`src/rtl/edfd_pkg.sv`:
```
// Constants, register map and types shared by the Ethernet DMA engine.
package edfd_pkg;
   // Register byte offsets.
   localparam logic [7:0] OFS_MODE = 8'h00;
   localparam logic [7:0] OFS_REQUEST = 8'h04;
   localparam logic [7:0] OFS_EVENT = 8'h08;
   localparam logic [7:0] OFS_TX_LIST = 8'h0c;
   localparam logic [7:0] OFS_RX_LIST = 8'h10;
   localparam logic [7:0] OFS_FIFO_DEPTH = 8'h14;
   localparam logic [7:0] OFS_FLOW_THRESH = 8'h18;
   localparam logic [7:0] OFS_TX_NOTIFY = 8'h1c;
   localparam logic [7:0] OFS_CUR_DESC = 8'h20;
   // Field positions.
   localparam int FRAME_FIELD_LSB = 16;
   localparam int EV_TWB_BIT = 0;
   localparam int EV_RX_FRAME_BIT = 1;
   localparam int EV_TX_STOP_BIT = 2;
   localparam int EV_RX_STOP_BIT = 3;
   localparam int DESC_ACTIVE_BIT = 31;
   localparam int DESC_LIST_END_BIT = 30;
   localparam int DESC_FRAME_END_BIT = 28;
   // Reset values.
   localparam logic [2:0] FRAME_FIELD_RESET = 3'h7;
   localparam logic [2:0] BYTE_FIELD_RESET = 3'h0;
   localparam logic [1:0] MODE_RESET = 2'h0;
   // Byte threshold and descriptor step arithmetic.
   localparam logic [11:0] BASE_DEPTH = 12'h100;
   localparam logic [11:0] HEADROOM = 12'h040;
   localparam logic [3:0] DESC_BASE_STEP = 4'h4;
   // Engine states.
   typedef enum logic [2:0] {
      ST_IDLE, ST_DESC, ST_TX_READ, ST_TX_SEND, ST_RX_TAKE, ST_RX_WRITE, ST_WBACK
   } edfd_state_type;
endpackage

```
`src/rtl/edfd_dma.sv`:
```
// Ethernet DMA engine with descriptor lists, flow-control threshold and notify mode.
//
// Decided for this implementation: the placing of the registers and the Avalon-MM slave port.
`timescale 1ns/10ps
module edfd_dma
   import edfd_pkg::*;
#(
   parameter bit LARGE_FIFO = 1'b0
) (
   input wire logic clock,
   input wire logic rstn,
   input wire logic [7:0] avs_address,
   input wire logic avs_read,
   input wire logic avs_write,
   input wire logic [31:0] avs_writedata,
   input wire logic [3:0] avs_byteenable,
   output logic [31:0] avs_readdata,
   output logic avs_waitrequest,
   output logic [31:0] mem_address,
   output logic mem_read,
   output logic mem_write,
   output logic [31:0] mem_writedata,
   output logic [3:0] mem_byteenable,
   input wire logic [31:0] mem_readdata,
   input wire logic mem_waitrequest,
   output logic [7:0] tx_data,
   output logic tx_valid,
   output logic tx_last,
   input wire logic tx_ready,
   input wire logic [7:0] rx_data,
   input wire logic rx_valid,
   input wire logic rx_last,
   output logic rx_ready,
   input wire logic [11:0] rx_fifo_bytes,
   input wire logic [3:0] rx_fifo_frames,
   output logic flow_request
);

   // Merge a bus write into a register under its byte enables.
   function automatic logic [31:0] merge(input logic [31:0] old, input logic [31:0] wd,
                                         input logic [3:0] be);
      logic [31:0] r;
      r = old;
      for (int i = 0; i < 4; i++) begin
         if (be[i]) begin
            r[8*i +: 8] = wd[8*i +: 8];
         end
      end
      return r;
   endfunction

   // Receive FIFO size in bytes for a depth code.
   function automatic logic [11:0] depth_bytes(input logic [2:0] code);
      return BASE_DEPTH << code;
   endfunction

   logic rst_q1, rst_q2, bus_ack, notify, chan, frame_end, wr_hit, mem_ack, last_of_buf;
   logic [1:0] desc_size, go, widx, go_clr;
   logic [2:0] depth_code, byte_code, frame_code;
   logic [3:0] events, ev_set;
   logic [7:0] rx_byte;
   logic [15:0] blen, cnt;
   logic [31:0] tx_list, rx_list, tx_desc, rx_desc, dw0, bptr, cur_desc, buf_addr, desc_step;
   logic [31:0] wb_word;
   edfd_state_type state;

   // Reset is released through two flops so every flop leaves reset on one edge.
   always_ff @(posedge clock or negedge rstn) begin
      if (!rstn) begin
         rst_q1 <= 1'b0;
         rst_q2 <= 1'b0;
      end else begin
         rst_q1 <= 1'b1;
         rst_q2 <= rst_q1;
      end
   end

   // Every access waits one cycle, so read data always come from a flop.
   assign avs_waitrequest = (avs_read || avs_write) && !bus_ack;
   assign wr_hit = avs_write && bus_ack;

   always_ff @(posedge clock or negedge rst_q2) begin
      if (!rst_q2) begin
         bus_ack <= 1'b0;
      end else begin
         bus_ack <= (avs_read || avs_write) && !bus_ack;
      end
   end

   // Read mux; unmapped offsets read as zero.
   always_ff @(posedge clock or negedge rst_q2) begin
      if (!rst_q2) begin
         avs_readdata <= 32'h0;
      end else if (avs_read && !bus_ack) begin
         unique case (avs_address)
            OFS_MODE: avs_readdata <= {30'h0, desc_size};
            OFS_REQUEST: avs_readdata <= {30'h0, go};
            OFS_EVENT: avs_readdata <= {28'h0, events};
            OFS_TX_LIST: avs_readdata <= tx_list;
            OFS_RX_LIST: avs_readdata <= rx_list;
            OFS_FIFO_DEPTH: avs_readdata <= {29'h0, depth_code};
            OFS_FLOW_THRESH: avs_readdata <= {13'h0, frame_code, 13'h0, byte_code};
            OFS_TX_NOTIFY: avs_readdata <= {31'h0, notify};
            OFS_CUR_DESC: avs_readdata <= cur_desc;
            default: avs_readdata <= 32'h0;
         endcase
      end
   end

   // Plain configuration registers written by software.
   always_ff @(posedge clock or negedge rst_q2) begin
      if (!rst_q2) begin
         desc_size <= MODE_RESET;
         tx_list <= 32'h0;
         rx_list <= 32'h0;
         depth_code <= BYTE_FIELD_RESET;
         notify <= 1'b0;
         frame_code <= FRAME_FIELD_RESET;
      end else if (wr_hit) begin
         unique case (avs_address)
            OFS_MODE: desc_size <= avs_byteenable[0] ? avs_writedata[1:0] : desc_size;
            OFS_TX_LIST: tx_list <= merge(tx_list, avs_writedata, avs_byteenable);
            OFS_RX_LIST: rx_list <= merge(rx_list, avs_writedata, avs_byteenable);
            OFS_FIFO_DEPTH: begin
               if (avs_byteenable[0] && (avs_writedata[2:0] == 3'h0 ||
                   (LARGE_FIFO && avs_writedata[2:0] == 3'h1))) begin
                  depth_code <= avs_writedata[2:0];
               end
            end
            OFS_FLOW_THRESH: begin
               if (avs_byteenable[2]) begin
                  frame_code <= avs_writedata[FRAME_FIELD_LSB +: 3];
               end
            end
            OFS_TX_NOTIFY: begin
               if (avs_byteenable[0]) begin
                  notify <= avs_writedata[0];
               end
            end
            default: begin
            end
         endcase
      end
   end

   // Byte code: prohibited codes are not stored; one above the depth code is not caught.
   always_ff @(posedge clock or negedge rst_q2) begin
      if (!rst_q2) begin
         byte_code <= BYTE_FIELD_RESET;
      end else if (wr_hit && avs_address == OFS_FLOW_THRESH && avs_byteenable[0]) begin
         if (avs_writedata[2:0] == 3'h0 || (LARGE_FIFO && avs_writedata[2:0] == 3'h1)) begin
            byte_code <= avs_writedata[2:0];
         end
      end
   end

   // Pause request: either threshold alone raises it, and it falls when both clear.
   always_ff @(posedge clock or negedge rst_q2) begin
      if (!rst_q2) begin
         flow_request <= 1'b0;
      end else begin
         flow_request <= (rx_fifo_bytes >= depth_bytes(byte_code) - HEADROOM) ||
                         (rx_fifo_frames >= {1'b0, frame_code} + 4'h1);
      end
   end

   // Channel run bits; a software start beats a stop in the same cycle.
   always_ff @(posedge clock or negedge rst_q2) begin
      if (!rst_q2) begin
         go <= 2'h0;
      end else begin
         go <= (go & ~go_clr) |
               ((wr_hit && avs_address == OFS_REQUEST && avs_byteenable[0]) ?
                avs_writedata[1:0] : 2'h0);
      end
   end

   // Sticky event flags, write one to clear; a new event wins over the clear.
   always_ff @(posedge clock or negedge rst_q2) begin
      if (!rst_q2) begin
         events <= 4'h0;
      end else begin
         events <= (events & ~((wr_hit && avs_address == OFS_EVENT && avs_byteenable[0]) ?
                    avs_writedata[3:0] : 4'h0)) | ev_set;
      end
   end

   // Memory side helpers.
   assign mem_ack = (mem_read || mem_write) && !mem_waitrequest;
   assign cur_desc = chan ? rx_desc : tx_desc;
   assign buf_addr = bptr + {16'h0, cnt};
   assign desc_step = {26'h0, DESC_BASE_STEP, 2'h0} << desc_size;
   assign last_of_buf = (cnt + 16'h1) == blen;
   assign wb_word = chan ? {1'b0, dw0[30:29], frame_end, dw0[27:16], cnt + 16'h1} :
                    {1'b0, dw0[30:0]};

   // Bus requests follow the state; they hold until the memory accepts them.
   assign mem_read = (state == ST_DESC) || (state == ST_TX_READ);
   assign mem_write = (state == ST_RX_WRITE) || (state == ST_WBACK);
   assign tx_valid = state == ST_TX_SEND;
   assign rx_ready = state == ST_RX_TAKE;

   always_comb begin
      mem_address = 32'h0;
      mem_writedata = 32'h0;
      mem_byteenable = 4'hf;
      unique case (state)
         ST_DESC: mem_address = cur_desc + {28'h0, widx, 2'h0};
         ST_TX_READ: mem_address = {buf_addr[31:2], 2'h0};
         ST_RX_WRITE: begin
            mem_address = {buf_addr[31:2], 2'h0};
            mem_writedata = {4{rx_byte}};
            mem_byteenable = 4'h1 << buf_addr[1:0];
         end
         ST_WBACK: begin
            mem_address = cur_desc;
            mem_writedata = wb_word;
         end
         default: begin
         end
      endcase
   end

   // Event and stop pulses raised by the engine.
   always_comb begin
      ev_set = 4'h0;
      go_clr = 2'h0;
      if (state == ST_DESC && mem_ack && widx == 2'h0 && !mem_readdata[DESC_ACTIVE_BIT]) begin
         go_clr[chan] = 1'b1;
         ev_set[chan ? EV_RX_STOP_BIT : EV_TX_STOP_BIT] = 1'b1;
      end
      if (state == ST_WBACK && mem_ack) begin
         ev_set[EV_TWB_BIT] = !chan && notify && dw0[DESC_FRAME_END_BIT];
         ev_set[EV_RX_FRAME_BIT] = chan && frame_end;
      end
   end

   // Descriptor pointers step through the list and wrap at the list end.
   always_ff @(posedge clock or negedge rst_q2) begin
      if (!rst_q2) begin
         tx_desc <= 32'h0;
         rx_desc <= 32'h0;
      end else begin
         if (state == ST_WBACK && mem_ack) begin
            if (chan) begin
               rx_desc <= dw0[DESC_LIST_END_BIT] ? rx_list : rx_desc + desc_step;
            end else begin
               tx_desc <= dw0[DESC_LIST_END_BIT] ? tx_list : tx_desc + desc_step;
            end
         end
         if (wr_hit && avs_address == OFS_REQUEST && avs_byteenable[0]) begin
            if (avs_writedata[0] && !go[0]) begin
               tx_desc <= tx_list;
            end
            if (avs_writedata[1] && !go[1]) begin
               rx_desc <= rx_list;
            end
         end
      end
   end

   // Transfer engine; channels alternate so neither starves the other.
   always_ff @(posedge clock or negedge rst_q2) begin
      if (!rst_q2) begin
         state <= ST_IDLE;
         chan <= 1'b0;
         widx <= 2'h0;
         dw0 <= 32'h0;
         blen <= 16'h0;
         bptr <= 32'h0;
         cnt <= 16'h0;
         frame_end <= 1'b0;
         rx_byte <= 8'h0;
         tx_data <= 8'h0;
         tx_last <= 1'b0;
      end else begin
         unique case (state)
            ST_IDLE: begin
               widx <= 2'h0;
               if (go[1] && (chan == 1'b1 || !go[0])) begin
                  chan <= 1'b1;
                  state <= ST_DESC;
               end else if (go[0]) begin
                  chan <= 1'b0;
                  state <= ST_DESC;
               end
            end
            ST_DESC: begin
               if (mem_ack) begin
                  widx <= widx + 2'h1;
                  unique case (widx)
                     2'h0: dw0 <= mem_readdata;
                     2'h1: blen <= mem_readdata[15:0];
                     default: bptr <= mem_readdata;
                  endcase
                  cnt <= 16'h0;
                  frame_end <= 1'b0;
                  if (widx == 2'h0 && !mem_readdata[DESC_ACTIVE_BIT]) begin
                     state <= ST_IDLE;
                  end else if (widx == 2'h2) begin
                     if (blen == 16'h0) begin
                        state <= ST_WBACK;
                     end else begin
                        state <= chan ? ST_RX_TAKE : ST_TX_READ;
                     end
                  end
               end
            end
            ST_TX_READ: begin
               if (mem_ack) begin
                  tx_data <= mem_readdata[8*buf_addr[1:0] +: 8];
                  tx_last <= last_of_buf && dw0[DESC_FRAME_END_BIT];
                  state <= ST_TX_SEND;
               end
            end
            ST_TX_SEND: begin
               if (tx_ready) begin
                  cnt <= cnt + 16'h1;
                  state <= last_of_buf ? ST_WBACK : ST_TX_READ;
               end
            end
            ST_RX_TAKE: begin
               if (rx_valid) begin
                  rx_byte <= rx_data;
                  frame_end <= rx_last;
                  state <= ST_RX_WRITE;
               end
            end
            ST_RX_WRITE: begin
               if (mem_ack) begin
                  if (frame_end || last_of_buf) begin
                     state <= ST_WBACK;
                  end else begin
                     cnt <= cnt + 16'h1;
                     state <= ST_RX_TAKE;
                  end
               end
            end
            ST_WBACK: begin
               if (mem_ack) begin
                  chan <= !chan;
                  state <= ST_IDLE;
               end
            end
         endcase
      end
   end

endmodule

```
`config.mk`:
```
export PLATFORM = sky130hd
export DESIGN_NAME = edfd_dma
export DESIGN_NICKNAME = d
export VERILOG_FILES = /design/src/rtl/edfd_pkg.sv /design/src/rtl/edfd_dma.sv
export SDC_FILE = /design/constraint.sdc
export NUM_CORES = 1
export LEC_CHECK = 0
export BUFFER_PORTS_ARGS = -buffer_cell sky130_fd_sc_hd__buf_4
export CAP_MARGIN = 5
export CORE_ASPECT_RATIO = 1.4
export CORE_UTILIZATION = 55
export DETAILED_ROUTE_END_ITERATION = 12
export GPL_ROUTABILITY_DRIVEN = 0
export PLACE_DENSITY = 0.78
export SLEW_MARGIN = 20
export SYNTH_ARGS = -nofsm -noshare
export SYNTH_HDL_FRONTEND = slang
export SYNTH_SLANG_ARGS = --single-unit
```
`constraint.sdc`:
```
create_clock -name clock -period 24.4 [get_ports clock]
set_clock_uncertainty 0.1 [all_clocks]
set_input_delay 7.32 -clock clock [delete_from_list [all_inputs] [get_ports clock]]
set_output_delay 7.32 -clock clock [all_outputs]
set_load 0.005 [all_outputs]
```
==> metrics.md <==
| Metric | Value |
|---|---|
| Fillers | 2651 |
| Async SR Flop Fraction | 100% |
| CTS Buf Count | 31 |
| # port buffers | 216 |
| Final Max Slew Viols | 0 |
| Ant diodes | 0 |
| Finished Cell Area | 0.0211 mm2 |
| Cell area power density | 84.6 mW/mm2 |
| Met2 routed WL | 29.4 mm |
| Later-pin clock latency in the skew report | 0.58 ns |
| WL/cell | 23.1 um |
| # resized after CTS | 0 |
| Synth cell types | 90 |
| Maximum vdd drop | 0.0741 mV |
| Num rows | 78 |
| Setup crit end kind | output port |
| Crit path time final | 15.22 ns |
| CP Max Fanout | 9 |
| Clock Path Buffers | 3 |
| Max Clk Rate | 65.7 MHz |
| Largest cells by area after synthesis | dfrtp_1, mux2_2, nand2_1 |
| Setup Viol. Count Final | 0 |
| Worst Setup SP | avs_write |
| R2r endpoint | rx_desc[30] |
| Sequential share of the synthesized area | 41.6% |
| Leakage | 9.32 nW |
| CTS tree | done |
| WP data required | 16.98 ns |
| Antenna violations before repair | 1 |
| Final Hold Viols | 0 |
| Metal3 WL | 4.47 mm |
| # IOs | 223 |
| Clock-pin transition on the worst setup and hold timing paths | 0.06 ns |
| Share of cells above drive strength 1 | 25.4% |
| Vias in the first global route | 16000 |
| Worst setup SP type | input port |
| First-pass GRT wire length | 89.3 mm |
| Setup TNS | 0 ns |
| Gr usage total | 34.4% |
| Register area | 0.00754 mm2 |
| # nets final | 2194 |
| Vias per inst | 6.47 |
| Detailed Place HPWL | 43.3 mm |
| Die H | 217 um |
| Mapped cell area | 0.0181 mm2 |
| Max-Cap Viols | 0 |
| Synth warn | 0 |
| Synthesized instance count | 1881 |
| RSZ-0062 raised after global routing | false |
| R2R cell count | 7 |
| Core Box Area | 0.0324 mm2 |
| Number of synthesized register bits | 301 |
| Post-synth EDFFs | 0 |
| Vias | 16300 |
| Setup Buffers After CTS | 0 |
| Starting Density | 56.0% |
| P&R area growth vs syn | 16.5% |
| Synth area leader | dfrtp_1 |
| Status | complete, no violations |
| Worst hold path class | reg2async |
| Total gr overflow | 0 |
| Dpl cell area | 0.0200 mm2 |
| CTS sink cnt | 301 |
| Total Wirelength | 57.9 mm |
| Top FF cell, synth | dfrtp_1 |
| Avg Inst Size Synth | 9.64 um2 |
| CTS Hold Buffers Added | 0 |
| Tcrit/Tclk final | 62.4% |
| Syn Nets | 2028 |
| Die Footprint | 0.0337 mm2 |
| Worst Tran Pin Value | 1.06 ns |
| Largest net degree at the start of global routing | 79 |
| Die X | 155 um |
| CP arrival | 7.80 ns |
| Flop2flop setup slack | 20.39 ns |
| First-pass iteration count of the detailed router | 5 |
| Total Power | 1.79 mW |
| Iter 0 DRT Violations | 1359 |
| Clock root buffer master | clkbuf_16 |
| Share of the synthesized area in the top cell type | 41.1% |
| CTS H-tree lvls | 1 |
| Wire length on met1 | 20.3 mm |
| R2r startpoint | chan |
| Multi-input logic area | 0.0100 mm2 |
| Top sig layer | met5 |
| Hold slack | 0.191 ns |
| # DRC | 0 |
| Antenna viol nets, final | 0 |
| Relative slew margins | 29.6% |
| Crit Path Category | in2out |
-- stage by stage --
stage | setup WS (ns) | utilization, % | cells
after floorplan | 9.24 | - | 1881
after global placement | 9.18 | 61.8 | 2453
after detailed placement | 9.19 | 61.8 | 2453
after CTS | 9.18 | 65.1 | 2510
after global routing | 9.16 | 65.2 | 2511
final | 9.18 | 65.2 | 2511
-- worst max-delay path by stage --
stage | endpoint | slack [ns] | depth (start not counted)
final | avs_waitrequest | 9.18 | 4
after global routing | avs_waitrequest | 9.16 | 4
after CTS | avs_waitrequest | 9.18 | 4
after detailed placement | avs_waitrequest | 9.19 | 4
after global placement | avs_waitrequest | 9.18 | 4
after floorplan | avs_waitrequest | 9.24 | 3
-- where the power goes --
group / switching [mW] / internal, mW
sequential: 0.0975 / 0.592
clock: 0.204 / 0.299
combinational: 0.315 / 0.279
-- layer usage --
layer	global-route usage, %	up-vias
met5	0	-
met4	21.1	2
met3	5.77	215
met2	60.5	828
met1	38.8	7941
li1	-	7269
-- synth_stat cells, drive strengths merged, types with 9 or more instances --
master    n
and2     15
or3      13
ha       37
nor2    131
nand2b   11
a211oi   13
a221oi   30
o21a     10
a21o     15
o31ai    14
a31oi    14
nor3     28
and4     11
xnor2    39
inv      31
mux2    181
nand4    34
nand3    46
o21ai   162
and3     23
nor2b    14
nand2   229
dfrtp   298
buf      37
clkbuf   71
mux2i    40
a21oi   101
o221ai   17
nor4      9
xor2     54
o22ai    29
-- cell usage in the layout, fill, tap and decap left out, types with 8 or more instances in the layout --
cell type  Yosys  layout
o21a_1        10      10
nand4_1       32      32
dfrtp_1      298     296
nand3b_1       8       8
a31oi_1       14      14
a21o_1        15      15
nor2b_1       14      14
o221ai_1      17      17
mux2i_1       40      40
a211oi_1      11      10
or3_1         13      13
a221oi_1      29      29
o2111ai_1      8       8
inv_1         30      30
ha_1          37      37
buf_4          9     240
and3_1        23      23
nand3_1       44      44
mux4_2         8       8
o22ai_1       29      29
clkbuf_8       0       8
o211ai_1       8       8
o31ai_1       13      13
and2_1        15      15
o21ai_0      145     145
o21ai_2        9      10
xor2_1        54      54
mux2_2       181     181
a21oi_1      100      99
nand2b_1      11      11
nor2_1       131     128
clkbuf_16      0      31
xnor2_1       39      39
nor3_1        27      25
and4_1        11      11
nand2_1      229     229
-- critical path, cell delays in order --
cell and delay [ns]:
buf_4 0.16, nor2_1 0.11, nor2_1 0.06, buf_4 0.15
-- flip-flops by register name, summed over array words and instances (netlist names), 16 cells and up --
| signal | cells |
|---|---|
| avs_readdata | 32 |
| tx_list | 32 |
| cnt | 16 |
| tx_desc | 32 |
| dw0 | 31 |
| blen | 16 |
| rx_desc | 32 |
| bptr | 32 |
| rx_list | 32 |
-- final cells by class --
class                   instances  area share [%]
inverters                      32           0.569
well taps                     440            2.61
clock buffers                  45            4.30
clock inverters                12           0.812
multi-input cells            1440            47.4
flip-flops and latches        301            35.7
repair buffers                241            8.62
-- kinds of logic (layout without fill, tap and decap cells) --
kind of cell	after synthesis	in the layout	share of synthesized area, %
muxes	229	229	14.4
DFF	301	301	41.6
and+or+nand+nor	591	591	15.7
buffers and inverters	140	330	3.41
AOI/OAI and AO/OA	485	485	17.4
adders and majority gates	40	40	2.83
other	1	1	0.0207
xor gates and xnor gates	94	94	4.62
Note: power is estimated with default switching activity, not from simulation.
